### src/acs_consts.svh
`ifndef ACS_CONSTS_SVH
`define ACS_CONSTS_SVH

// ==========================================================
// Register map
`define ACS_REF_CTRL_ADDR 8'hd1
`define ACS_REF_CTRL_RESET 3'h0

// ==========================================================
// Field positions inside the reference control byte
`define ACS_BIT_REF_BUF 0
`define ACS_BIT_BIAS 1
`define ACS_BIT_TEMP 2
`define ACS_CTRL_BITS 3
`define ACS_UNUSED_BITS 5

// ==========================================================
// Converter multiplexer: the sensor sits on its highest input
`define ACS_MUX_INPUTS 9
`define ACS_TEMP_MUX_CH 4'h8

`endif

### src/acs_pkg.sv
// ==========================================================
// Types shared by the reference control block
package acs_pkg;

    // One special-function register access from the core
    typedef struct packed {
        logic [7:0] addr;
        logic wr;
        logic rd;
        logic [7:0] wdata;
    } acs_sfr_req_t;

    // The three analog enables, in register bit order
    typedef struct packed {
        logic temp_sensor_enable;
        logic analog_bias_enable;
        logic ref_buffer_enable;
    } acs_ctrl_t;

    // Read answer
    typedef struct packed {
        logic valid;
        logic [7:0] data;
    } acs_sfr_rsp_t;

endpackage : acs_pkg

### src/acs_enable_reg.sv
`timescale 1ns/1ps
`include "acs_consts.svh"

// ==========================================================
// Holder of the three enables; its flops drive the analog blocks directly
module acs_enable_reg (
    input wire logic clk_sys,
    input wire logic rst_n,
    input wire logic wr_en,
    input wire acs_pkg::acs_ctrl_t wr_val,
    output acs_pkg::acs_ctrl_t ctrl_q
);
    import acs_pkg::*;

    acs_ctrl_t ctrl_d;

    // Only the three low bits exist; the rest of the byte is dropped upstream
    always_comb begin
        ctrl_d = ctrl_q;
        if (wr_en) begin
            ctrl_d = wr_val; // see [RL10]
        end
    end

    // Synchronous reset leaves every analog block off
    always_ff @(posedge clk_sys) begin
        if (!rst_n) begin
            ctrl_q <= acs_ctrl_t'(`ACS_REF_CTRL_RESET); // see [RL10]
        end else begin
            ctrl_q <= ctrl_d;
        end
    end

endmodule : acs_enable_reg

### src/acs_ref_ctrl.sv
`timescale 1ns/1ps
`include "acs_consts.svh"

// Contract
// [RL1] Bits 7 to 3 read zero, writes ignored
// [RL2] Bit 2 switches the temperature sensor
// [RL3] Bit 1 switches converter bias circuitry
// [RL4] Bit 0 switches bandgap and reference buffer
// [RL5] Buffer off puts reference pin in high-Z
// [RL6] Internal reference: software sets bias and buffer
// [RL7] External reference: buffer off, bias on
// [RL8] Software may clear both when converters idle
// [RL9] Sensor on top mux input, high-Z when off
// [RL10] Enables registered, reset clear, act next cycle
module acs_ref_ctrl (
    input wire logic clk_sys,
    input wire logic rst_n,
    input wire acs_pkg::acs_sfr_req_t sfr_req,
    output acs_pkg::acs_sfr_rsp_t sfr_rsp,
    output logic temp_sensor_enable,
    output logic temp_sensor_oe,
    output logic [3:0] temp_mux_channel,
    output logic analog_bias_enable,
    output logic ref_buffer_enable,
    output logic vref_oe
);
    import acs_pkg::*;

    // ==========================================================
    // Address decode
    logic hit;
    logic wr_hit;
    logic rd_hit;
    acs_ctrl_t wr_val;
    acs_ctrl_t ctrl_q;

    // The core owns the bus on this clock, so no synchronisers are needed
    always_comb begin
        hit = 1'b0;
        if (sfr_req.addr == `ACS_REF_CTRL_ADDR) begin
            hit = 1'b1;
        end else begin
            hit = 1'b0;
        end
        wr_hit = hit & sfr_req.wr;
        rd_hit = hit & sfr_req.rd;
    end

    // Upper five bits of the write byte are simply not wired in
    always_comb begin
        wr_val = '0;
        wr_val.temp_sensor_enable = sfr_req.wdata[`ACS_BIT_TEMP]; // see [RL2]
        wr_val.analog_bias_enable = sfr_req.wdata[`ACS_BIT_BIAS]; // see [RL3]
        wr_val.ref_buffer_enable = sfr_req.wdata[`ACS_BIT_REF_BUF]; // see [RL4]
    end

    // ==========================================================
    // Enable storage
    acs_enable_reg u_enable_reg (
        .clk_sys(clk_sys),
        .rst_n(rst_n),
        .wr_en(wr_hit),
        .wr_val(wr_val),
        .ctrl_q(ctrl_q)
    );

    // Level enables come straight from the storage flops
    assign temp_sensor_enable = ctrl_q.temp_sensor_enable; // see [RL2]
    assign analog_bias_enable = ctrl_q.analog_bias_enable; // see [RL3]
    assign ref_buffer_enable = ctrl_q.ref_buffer_enable; // see [RL4]

    // ==========================================================
    // Pin drive enables and sensor mux routing
    logic vref_oe_d;
    logic vref_oe_q;
    logic temp_oe_d;
    logic temp_oe_q;
    logic [3:0] temp_ch_q;

    // Drive enables follow the next register value, so they switch in step
    // with the enables and the pin is never driven by a stale buffer
    always_comb begin
        vref_oe_d = ref_buffer_enable;
        temp_oe_d = temp_sensor_enable;
        if (wr_hit) begin
            vref_oe_d = wr_val.ref_buffer_enable; // see [RL5]
            temp_oe_d = wr_val.temp_sensor_enable; // see [RL9]
        end
    end

    always_ff @(posedge clk_sys) begin
        if (!rst_n) begin
            vref_oe_q <= 1'b0;
            temp_oe_q <= 1'b0;
            temp_ch_q <= `ACS_TEMP_MUX_CH;
        end else begin
            vref_oe_q <= vref_oe_d; // see [RL5]
            temp_oe_q <= temp_oe_d; // see [RL9]
            temp_ch_q <= `ACS_TEMP_MUX_CH; // see [RL9]
        end
    end

    assign vref_oe = vref_oe_q;
    assign temp_sensor_oe = temp_oe_q;
    assign temp_mux_channel = temp_ch_q;

    // ==========================================================
    // Read path
    acs_sfr_rsp_t rsp_d;
    acs_sfr_rsp_t rsp_q;

    // Data is held between reads; unmapped addresses get no answer at all,
    // leaving the core's own read mux to pick another slave
    always_comb begin
        rsp_d = rsp_q;
        rsp_d.valid = rd_hit;
        if (rd_hit) begin
            rsp_d.data = {{`ACS_UNUSED_BITS{1'b0}}, ctrl_q}; // see [RL1]
        end
    end

    always_ff @(posedge clk_sys) begin
        if (!rst_n) begin
            rsp_q <= '0;
        end else begin
            rsp_q <= rsp_d;
        end
    end

    assign sfr_rsp = rsp_q;
endmodule : acs_ref_ctrl

### config.mk
export PLATFORM = sky130hd
export DESIGN_NAME = acs_ref_ctrl
export DESIGN_NICKNAME = d
export VERILOG_FILES = /design/src/acs_pkg.sv /design/src/acs_enable_reg.sv /design/src/acs_ref_ctrl.sv
export VERILOG_INCLUDE_DIRS = /design/src
export SDC_FILE = /design/constraint.sdc
export NUM_CORES = 1
export LEC_CHECK = 0
export ABC_AREA = 1
export BUFFER_PORTS_ARGS = -buffer_cell sky130_fd_sc_hd__buf_2
export CORE_AREA = 8 8 47 49
export DETAILED_ROUTE_END_ITERATION = 10
export DIE_AREA = 0 0 55 57
export GPL_TIMING_DRIVEN = 0
export HOLD_SLACK_MARGIN = 0.12
export MAX_ROUTING_LAYER = met4
export PLACE_DENSITY_LB_ADDON = 0.12
export SETUP_SLACK_MARGIN = 0.05
export SLEW_MARGIN = 40
export SYNTH_ARGS = -nofsm -noshare
export SYNTH_HDL_FRONTEND = slang
export SYNTH_HIERARCHICAL = 1
export SYNTH_SLANG_ARGS = --single-unit
### constraint.sdc
create_clock -name clk_sys -period 1.5 [get_ports clk_sys]
set_clock_uncertainty 0.2 [all_clocks]
set_input_delay 0.225 -clock clk_sys [delete_from_list [all_inputs] [get_ports clk_sys]]
set_output_delay 0.225 -clock clk_sys [all_outputs]
set_load 0.005 [all_outputs]
# After elaboration in Yosys (flattened, before gate mapping)
# Index checks and enable logic that the tools add are counted.
# totals
reg_bits	9
input_bits	20
output_inout_bits	18
word_cells	13
# op_classes
n_eq_ne	1
muxes	3
bitwise	2
# op_table
op	n
$eq 8x8->1 const B	1
$mux 1	3
$and 1x1->1	2

# Depth between registers and ports, before layout
# Gate-level depths: netlist (run 1).
# logic_depth
depth_word	4
ltp_mapped	8
mapped_depth_nobuf	8

# Cells and area by module
# Netlist (run 1), hierarchy kept.
# by_module_without_submodules
mod	n_inst	cells_each	area_each_um2	seq_area_each_um2
acs_ref_ctrl	1	65	405.4	120.1
acs_enable_reg	1	18	116.4	60.1

# Worst setup path before layout (run 1)
# OpenSTA, ideal clock, no wires.
# synth_timing
path_kind	input port to flip-flop
startpoint	in sfr_req[11] (netlist name)
endpoint	reg, netlist name u_enable_reg/ctrl_q[1]
setup_time_ns	0.113
t_arrival_ns	0.913
required_time_ns	1.187
setup_slack_ns	0.275
stages	8
path_buffers	0
path_cell_list	inv_1 nand2_1 nor2_2 nand3_2 inv_1 nand2_1 nand2_1 nor2_1
# synth_via
elab_chain_cells	3
# synth_rtl
element	line	source
start: declaration	acs_ref_ctrl.sv:18	input wire acs_pkg::acs_sfr_req_t sfr_req,
$eq 8x8->1 (no source line)	n/a	
$mux 1	acs_ref_ctrl.sv:40	if (sfr_req.addr == `ACS_REF_CTRL_ADDR) begin
$and 1x1->1	acs_ref_ctrl.sv:45	wr_hit = hit & sfr_req.wr;
via wr_hit	acs_ref_ctrl.sv:32	logic wr_hit;
# The timed path passes the listed nets, and every way through them passes these cells.
# A chain may end at the register's enable or synchronous reset.

# Worst setup path in the final report (run 1)
# layout_timing
startpoint	in sfr_req[9] (netlist name)
endpoint	reg, netlist name u_enable_reg/ctrl_q[0]
# layout_via
elab_chain_cells	1
# layout_rtl
element	line
$and 1x1->1	acs_ref_ctrl.sv:45
via wr_hit	acs_ref_ctrl.sv:32
# The timed path passes the listed nets, and every way through them passes these cells.

==> summary.md, run 1 <==
| Metric | Value |
|---|---|
| YS warnings | 6 |
| Final setup fails | 0 |
| Count of state elements after synthesis | 9 |
| DP Wirelength | 973 um |
| Seq/Total Area, Yosys | 34.5% |
| Total CTS buffers | 3 |
| Later-pin clock latency in the skew report | 0.27 ns |
| Ports | 38 |
| First-pass iteration count of the detailed router | 4 |
| Routed metal-1 wire length | 449 um |
| Routability cong. | 0.758 |
| Hold buffer count at CTS | 6 |
| CP Max Fanout | 6 |
| Mapped Area | 522 um2 |
| Clk slew on worst S/H paths | 0.06 ns |
| VDD IR-drop max | 0.000250 V |
| Die W | 55 um |
| Ant. Diodes | 0 |
| Antenna violations before repair | 0 |
| Library cells used by synthesis | 9 |
| Most frequent cells in the layout | 23 x buf_2, 22 x inv_1, 20 x nand2_1, 12 x nor2_1 |
| Kind of critical path | primary input to flop |
| Critical Path Start Type | primary input |
| Port bufs | 23 |
| Critical path endpoint category | flop |
| Max incr delay on CP | 0.51 ns |
| Final WL | 1240 um |
| # nets final | 144 |
| Vias post-DR | 547 |
| Top Layer Used | met4 |
| CTS tree | yes |
| Critical Path RT | 1.47 ns |
| Fraction of layout cells with a size suffix above 1 | 31.7% |
| P_sw | 0.000125 W |
| Total GRT Usage | 8.88% |
| Post-route minimum period | 1.33 ns |
| Max Cap Viol | 0 |
| Vias in the first global route | 484 |
| Met3 WL post-DR | 93 um |
| Clock Power Share | 37.9% |
| Synth-to-Final Area Change | 47.7% |
| Int Pwr | 0.000387 W |
| Drt drc | 0 |
| Leak | 0.462 nW |
| CTS root buffer | clkbuf_4 |
| Most common cell after layout, fill and taps aside | buf_2 |
| Syn_area_per_cell | 6.29 um2 |
| Synth Instances | 83 |
| Power Dens Cells | 664 mW/mm2 |
| Max Slew Vio Count | 0 |
| Critical path's slowest cell | dlygate4sd3_1 |
| Core area | 0.00158 mm2 |
| Site Rows | 15 |
| H-tree depth | 1 |
| Die area | 0.00314 mm2 |
| Starting density of the core | 33.1% |
| Post-CTS setup buffers | 0 |
| Vias per cell | 3.91 |
| DR WL/cell | 8.84 um |
| Fill cells | 170 |
| PostCTS Resize Cnt | 0 |
| Status | finished, final reports clean |
| Unrepaired setup endpoints after global routing | false |
| Comb pwr share | 15.3% |
| Die H | 57 um |
| Net Sw Frac | 24.4% |
| CTS Sinks | 9 |
| Worst path cell trace | dlygate4sd3_1 > buf_2 > nand3_2 > inv_1 > nand2_1 > nand2_1 > nor2_1 |
| Worst Hold Class | primary input to flop |
| Wire length of the first global-routing pass | 2030 um |
| FMAX | 749 MHz |
| Final Cycle Share | 89.0% |
| Final Hold Vio Count | 0 |
| Worst slack at placement | 0.0196 ns |
| CTS max path bufs | 2 |
| Pin count of the biggest net entering global routing | 10 |
| Setup TNS | 0 ns |
| Seq pwr share | 46.8% |
| Crit path DAT | 1.30 ns |
| Post-route setup slack | 0.165 ns |
| Post-route ant nets | 0 |
| WL met2 | 646 um |
| Starting DRT DRC Count | 7 |
| Most common cell on crit path | nand2_1 |
| Total congestion overflow | 0 |
==> final timing paths <==
kind / startpoint / endpoint / slack (ns) / cells after the start
worst max register to register: u_enable_reg/ctrl_q[0] / sfr_rsp[0] / 0.60 / 4
worst max-delay path: sfr_req[9] / u_enable_reg/ctrl_q[0] / 0.17 / 7
worst min register to register: u_enable_reg/ctrl_q[0] / u_enable_reg/ctrl_q[0] / 0.29 / 2
worst min-delay path: sfr_req[17] / sfr_rsp[8] / 0.18 / 5
==> area by class of cell <==
type | count | area (um2) | share of cell area (%)
inverter | 22 | 82.6 | 10.7
timing repair buffer | 29 | 175 | 22.7
multi-input combinational | 50 | 218 | 28.2
sequential | 9 | 180 | 23.4
tap | 17 | 21.3 | 2.76
clock buffer | 4 | 26.3 | 3.41
buffer | 9 | 67.6 | 8.77
==> metrics by stage <==
step	util, %	cells	cell area [um2]	total power [W]	hold slack [ns]
after detailed placement	43.4	130	684	0.000309	0.283
after global routing	48.9	140	771	0.000544	0.230
after CTS	48.9	140	771	0.000517	0.178
after global placement	43.4	130	684	0.000309	0.274
final	48.9	140	771	0.000512	0.181
after floorplan	-	90	548	0.000284	0.137
==> logic make-up after synthesis <==
logic type	count (synthesis)	synth area share [%]
buffers and inverters	31	28.8
other	2	1.44
AND/OR/NAND/NOR	41	35.3
flip-flops	9	34.5
==> routing by layer <==
layer / global-route usage (%) / vias to the layer above
li1: - / 300
met1: 8.70 / 225
met2: 14.4 / 17
met3: 1.56 / 5
met4: 7.22 / 0
met5: - / -
==> state kept, by name (all words and copies together) (netlist names) <==
| register | cells |
|---|---|
| sfr_rsp | 4 |
| u_enable_reg/ctrl_q | 3 |
| temp_sensor_oe | 1 |
| vref_oe | 1 |
==> cell usage after synthesis <==
cell type  number  area, um2
inv_1          22       82.6
nand3_2         2       20.0
conb_1          2       7.51
nand4_1         5       31.3
dfxtp_1         9        180
buf_4           9       67.6
nand2_1        20       75.1
nor2_2          2       12.5
nor2_1         12       45.0
==> power by group through the flow <==
stage	combinational (W)	sequential (W)	clock [W]
6_report	0.0000782	0.000240	0.000194
5_1_grt	0.0000878	0.000240	0.000217
4_1_cts	0.0000768	0.000240	0.000201
3_5_place_dp	0.0000644	0.000245	0
3_3_place_gp	0.0000637	0.000245	0
2_1_floorplan	0.0000393	0.000245	0
==> worst max-delay path, delay by kind of cell <==
| kind | cells | cell delay, ns |
|---|---|---|
| buf+inv | 3 | 0.80 |
| simple gates | 4 | 0.27 |
Note: power is estimated with default switching activity, not from simulation.
==> run 2, diff against run 1 <==
--- a/config.mk
+++ b/config.mk
@@ -8,9 +8,9 @@
 export LEC_CHECK = 0
 export ABC_AREA = 1
 export BUFFER_PORTS_ARGS = -buffer_cell sky130_fd_sc_hd__buf_2
-export CORE_AREA = 8 8 47 49
+export CORE_AREA = 8 8 46 48
 export DETAILED_ROUTE_END_ITERATION = 10
-export DIE_AREA = 0 0 55 57
+export DIE_AREA = 0 0 54 56
 export GPL_TIMING_DRIVEN = 0
 export HOLD_SLACK_MARGIN = 0.12
 export MAX_ROUTING_LAYER = met4
@@ -19,5 +19,5 @@
 export SLEW_MARGIN = 40
 export SYNTH_ARGS = -nofsm -noshare
 export SYNTH_HDL_FRONTEND = slang
-export SYNTH_HIERARCHICAL = 1
 export SYNTH_SLANG_ARGS = --single-unit
+export TNS_END_PERCENT = 100
==> run 2 against run 1 <==
Clock power decreased by 5%; setup slack improved by 0.13 ns; final cell count decreased by 6.4%; synthesized area decreased by 3.4%; sequential share of layout area increased by 0.54 points; largest power group unchanged; flip-flop and latch count unchanged; worst hold slack improved by 0.010 ns; critical path type unchanged; synthesized cell count decreased by 9.6%; via count decreased by 7.9%.
==> summary.md, run 2 <==
| Metric | Value |
|---|---|
| Die H | 56 um (-1.8%) |
| CTS tree | yes |
| Drt drc | 0 (unchanged) |
| Main combinational cell family by area after synthesis | simple AND/OR/NAND/NOR gates |
| Simple-gate area share of the yosys netlist | 34.5% (-0.76 points) |
| Max incr delay on CP | 0.52 ns (about the same) |
| XOR/XNOR share of the synthesized area | 0% (unchanged) |
| Most frequent cells in the layout | 23 x buf_2, 20 x inv_1, 16 x nand2_1 |
| Count of state elements after synthesis | 9 (unchanged) |
| Port bufs | 23 (unchanged) |
| EDFF count, synth | 0 (unchanged) |
| Post-CTS setup buffers | 0 (unchanged) |
| Fin util | 52.4% (+3.6 points) |
| PostCTS Resize Cnt | 0 (unchanged) |
| Ports | 38 (unchanged) |
| Seq/Total Area, Yosys | 35.7% (+1.2 points) |
| H-tree depth | 1 (unchanged) |
| Crit path DAT | 1.20 ns (-0.10 ns) |
| DP Wirelength | 901 um (-7.4%) |
| YS warnings | 0 (-6) |
| P_sw | 0.000120 W (-3.9%) |
| Synth-to-Final Area Change | 49.4% |
| Total congestion overflow | 0 (unchanged) |
| Max Slew Vio Count | 0 (unchanged) |
| Critical path's slowest cell | dlygate4sd3_1 |
| Routed metal-1 wire length | 455 um (+1.3%) |
| Critical Path RT | 1.50 ns (+0.03 ns) |
| Comb pwr share | 15.6% (+0.3 points) |
| Worst R2R Setup Slack | 0.62 ns (+0.02 ns) |
| Final Hold Vio Count | 0 (unchanged) |
| Later-pin clock latency in the skew report | 0.26 ns (about the same) |
| RR Startpoint | u_enable_reg.ctrl_q[2] |
| Final WL | 1130 um (-8.7%) |
| Starting density of the core | 35.1% (+2.0 points) |
| Top-area cell type share of the netlist area | 35.7% (+1.2 points) |
| Clk slew on worst S/H paths | 0.06 ns (about the same) |
| Met3 WL post-DR | 118 um (+27%) |
| Fill cells | 169 (-0.59%) |
| Ant. Diodes | 0 (unchanged) |
| Routability cong. | 0.707 (-6.8%) |
| First-pass iteration count of the detailed router | 4 (unchanged) |
| Int Pwr | 0.000382 W (-1.3%) |
| Max reg flops | 4 (unchanged) |
| Status | finished, final reports clean |
| Max Cap Viol | 0 (unchanged) |
| Total GRT Usage | 8.50% (-0.38 points) |
| DR WL/cell | 8.63 um (-2.5%) |
| Die area | 0.00302 mm2 (-3.5%) |
| CTS Sinks | 9 (unchanged) |
| CTS max path bufs | 2 (unchanged) |
| Top Layer Used | met4 |
| Leak | 0.442 nW (-4.3%) |
| Vias post-DR | 504 (-7.9%) |
| Post-synthesis compound-gate area fraction | 0% (unchanged) |
| CTS root buffer | clkbuf_4 |
| Site Rows | 14 (-1) |
| Top post-synthesis cells by area | dfxtp_1 36%, inv_1 15%, buf_4 13%, nand2_1 12%, nand4_1 7.4% |
| Vias in the first global route | 471 (-2.7%) |
| Most common cell in the netlist | inv_1 |
| Antenna violations before repair | 0 (unchanged) |
| Post-synth top cells | 20 x inv_1, 16 x nand2_1, 9 x buf_4, 9 x dfxtp_1, 9 x nor2_1 |
| Pin count of the biggest net entering global routing | 9 (-1) |
| Mapped Area | 504 um2 (-3.4%) |
| Final setup fails | 0 (unchanged) |
| Synth Area in Adders | 0% (unchanged) |
| Most common cell after layout, fill and taps aside | buf_2 |
| Core area | 0.00144 mm2 (-8.9%) |
| CP top delay family | buffers and inverters |
| Unrepaired setup endpoints after global routing | false |
| Worst hold slack | 0.191 ns (+0.00995 ns) |
| FMAX | 833 MHz (+11%) |
| Ys flop type | dfxtp_1 |
| WL met2 | 513 um (-21%) |
| Wire length of the first global-routing pass | 1900 um (-6.5%) |
| Critical path endpoint category | flop |
| Clock Power Share | 36.7% (-1.2 points) |
| VDD IR-drop max | 0.000314 V (+26%) |
| Die W | 54 um (-1.8%) |
| Crit path launch | sfr_req[8] |
| Critical Path Start Type | primary input |
| Setup TNS | 0 ns (unchanged) |
| Async S/R FF share, synth | 0% (unchanged) |
| Starting DRT DRC Count | 7 (unchanged) |
| CP Buf/Inv Count | 3 (unchanged) |
| Seq pwr share | 47.7% (+0.9 points) |
| Final Cycle Share | 80.1% (-8.9 points) |
| Vias per cell | 3.85 (-1.5%) |
| Library cells used by synthesis | 9 (unchanged) |
| # nets final | 136 (-5.6%) |
| Mux contribution to synthesized area | 0% (unchanged) |
| Synth Instances | 75 (-9.6%) |
| Syn_area_per_cell | 6.72 um2 (+7.0%) |
| Worst path cell trace | dlygate4sd3_1 > buf_2 > nand3_2 > nand2_1 > inv_1 > nor2_1 |
| Net Sw Frac | 23.9% (-0.50 points) |
| Worst Hold Launch | sfr_req[13] |
| Worst Hold Class | primary input to flop |
| Post-route ant nets | 0 (unchanged) |
| Post-route minimum period | 1.20 ns (-0.134 ns) |
| Power Dens Cells | 667 mW/mm2 (+0.34%) |
| Multi-input logic area | 208 um2 (-4.6%) |
| Hold buffer count at CTS | 6 (unchanged) |
| Total CTS buffers | 3 (unchanged) |
| Kind of critical path | primary input to flop |
| Area leader, netlist | dfxtp_1 |
| Fraction of layout cells with a size suffix above 1 | 34.8% (+3.1 points) |
| CP Max Fanout | 4 (-2) |
| FF/Latch Area | 180 um2 (unchanged) |
run 2: cell types whose count changed after synthesis, sizes merged:
cell	delta
nand2	-4
nor2	-3
inv	-2
nand4	+1
run 2: final cells by class:
type	instances	area share (%)
flip-flops and latches	9	23.9
multi-input cells	44	27.6
inverters	20	9.97
well taps	16	2.66
clock buffers	3	2.99
clock inverters	1	0.664
repair buffers	29	23.3
plain buffers	9	8.97
run 2: cells by family (layout without fill, tap and decap cells):
logic type	after synthesis	after routing
DFF	9	9
buffers and inverters	29	62
other	2	9
and+or+nand+nor	35	35
run 2: metal layers:
metal | GRT usage, % | vias up
li1 | - | 279
met1 | 9.58 | 196
met2 | 12.1 | 25
met3 | 0.802 | 4
met4 | 8.45 | 0
met5 | - | -
run 2: worst paths after layout:
path         cells after the start          to
min                              6  sfr_rsp[8]
max                              6  sfr_rsp[1]
max reg2reg                      4  sfr_rsp[2]
min reg2reg                      4  sfr_rsp[0]
run 2: power by group through the flow:
stage | Clock (W) | Combinational [W] | Sequential [W]
after floorplan | 0 | 0.0000404 | 0.000245
after global placement | 0 | 0.0000646 | 0.000245
after detailed placement | 0 | 0.0000651 | 0.000245
after CTS | 0.000193 | 0.0000769 | 0.000240
after global routing | 0.000211 | 0.0000880 | 0.000239
final | 0.000184 | 0.0000782 | 0.000240
run 2: metrics by stage:
step	power (W)	setup slack, ns	instances	instance area (um2)
final	0.000502	0.299	131	753
after floorplan	0.000286	0.454	82	531
after detailed placement	0.000310	0.249	121	666
after global routing	0.000538	0.242	131	753
after CTS	0.000510	0.301	131	753
after global placement	0.000310	0.267	121	666
run 2: worst min-delay path: stages:
cell,delay [ns]
buf_2,0.07
inv_1,0.03
nand2_1,0.09
nor2_4,0.07
nand3_2,0.09
nor2_1,0.04
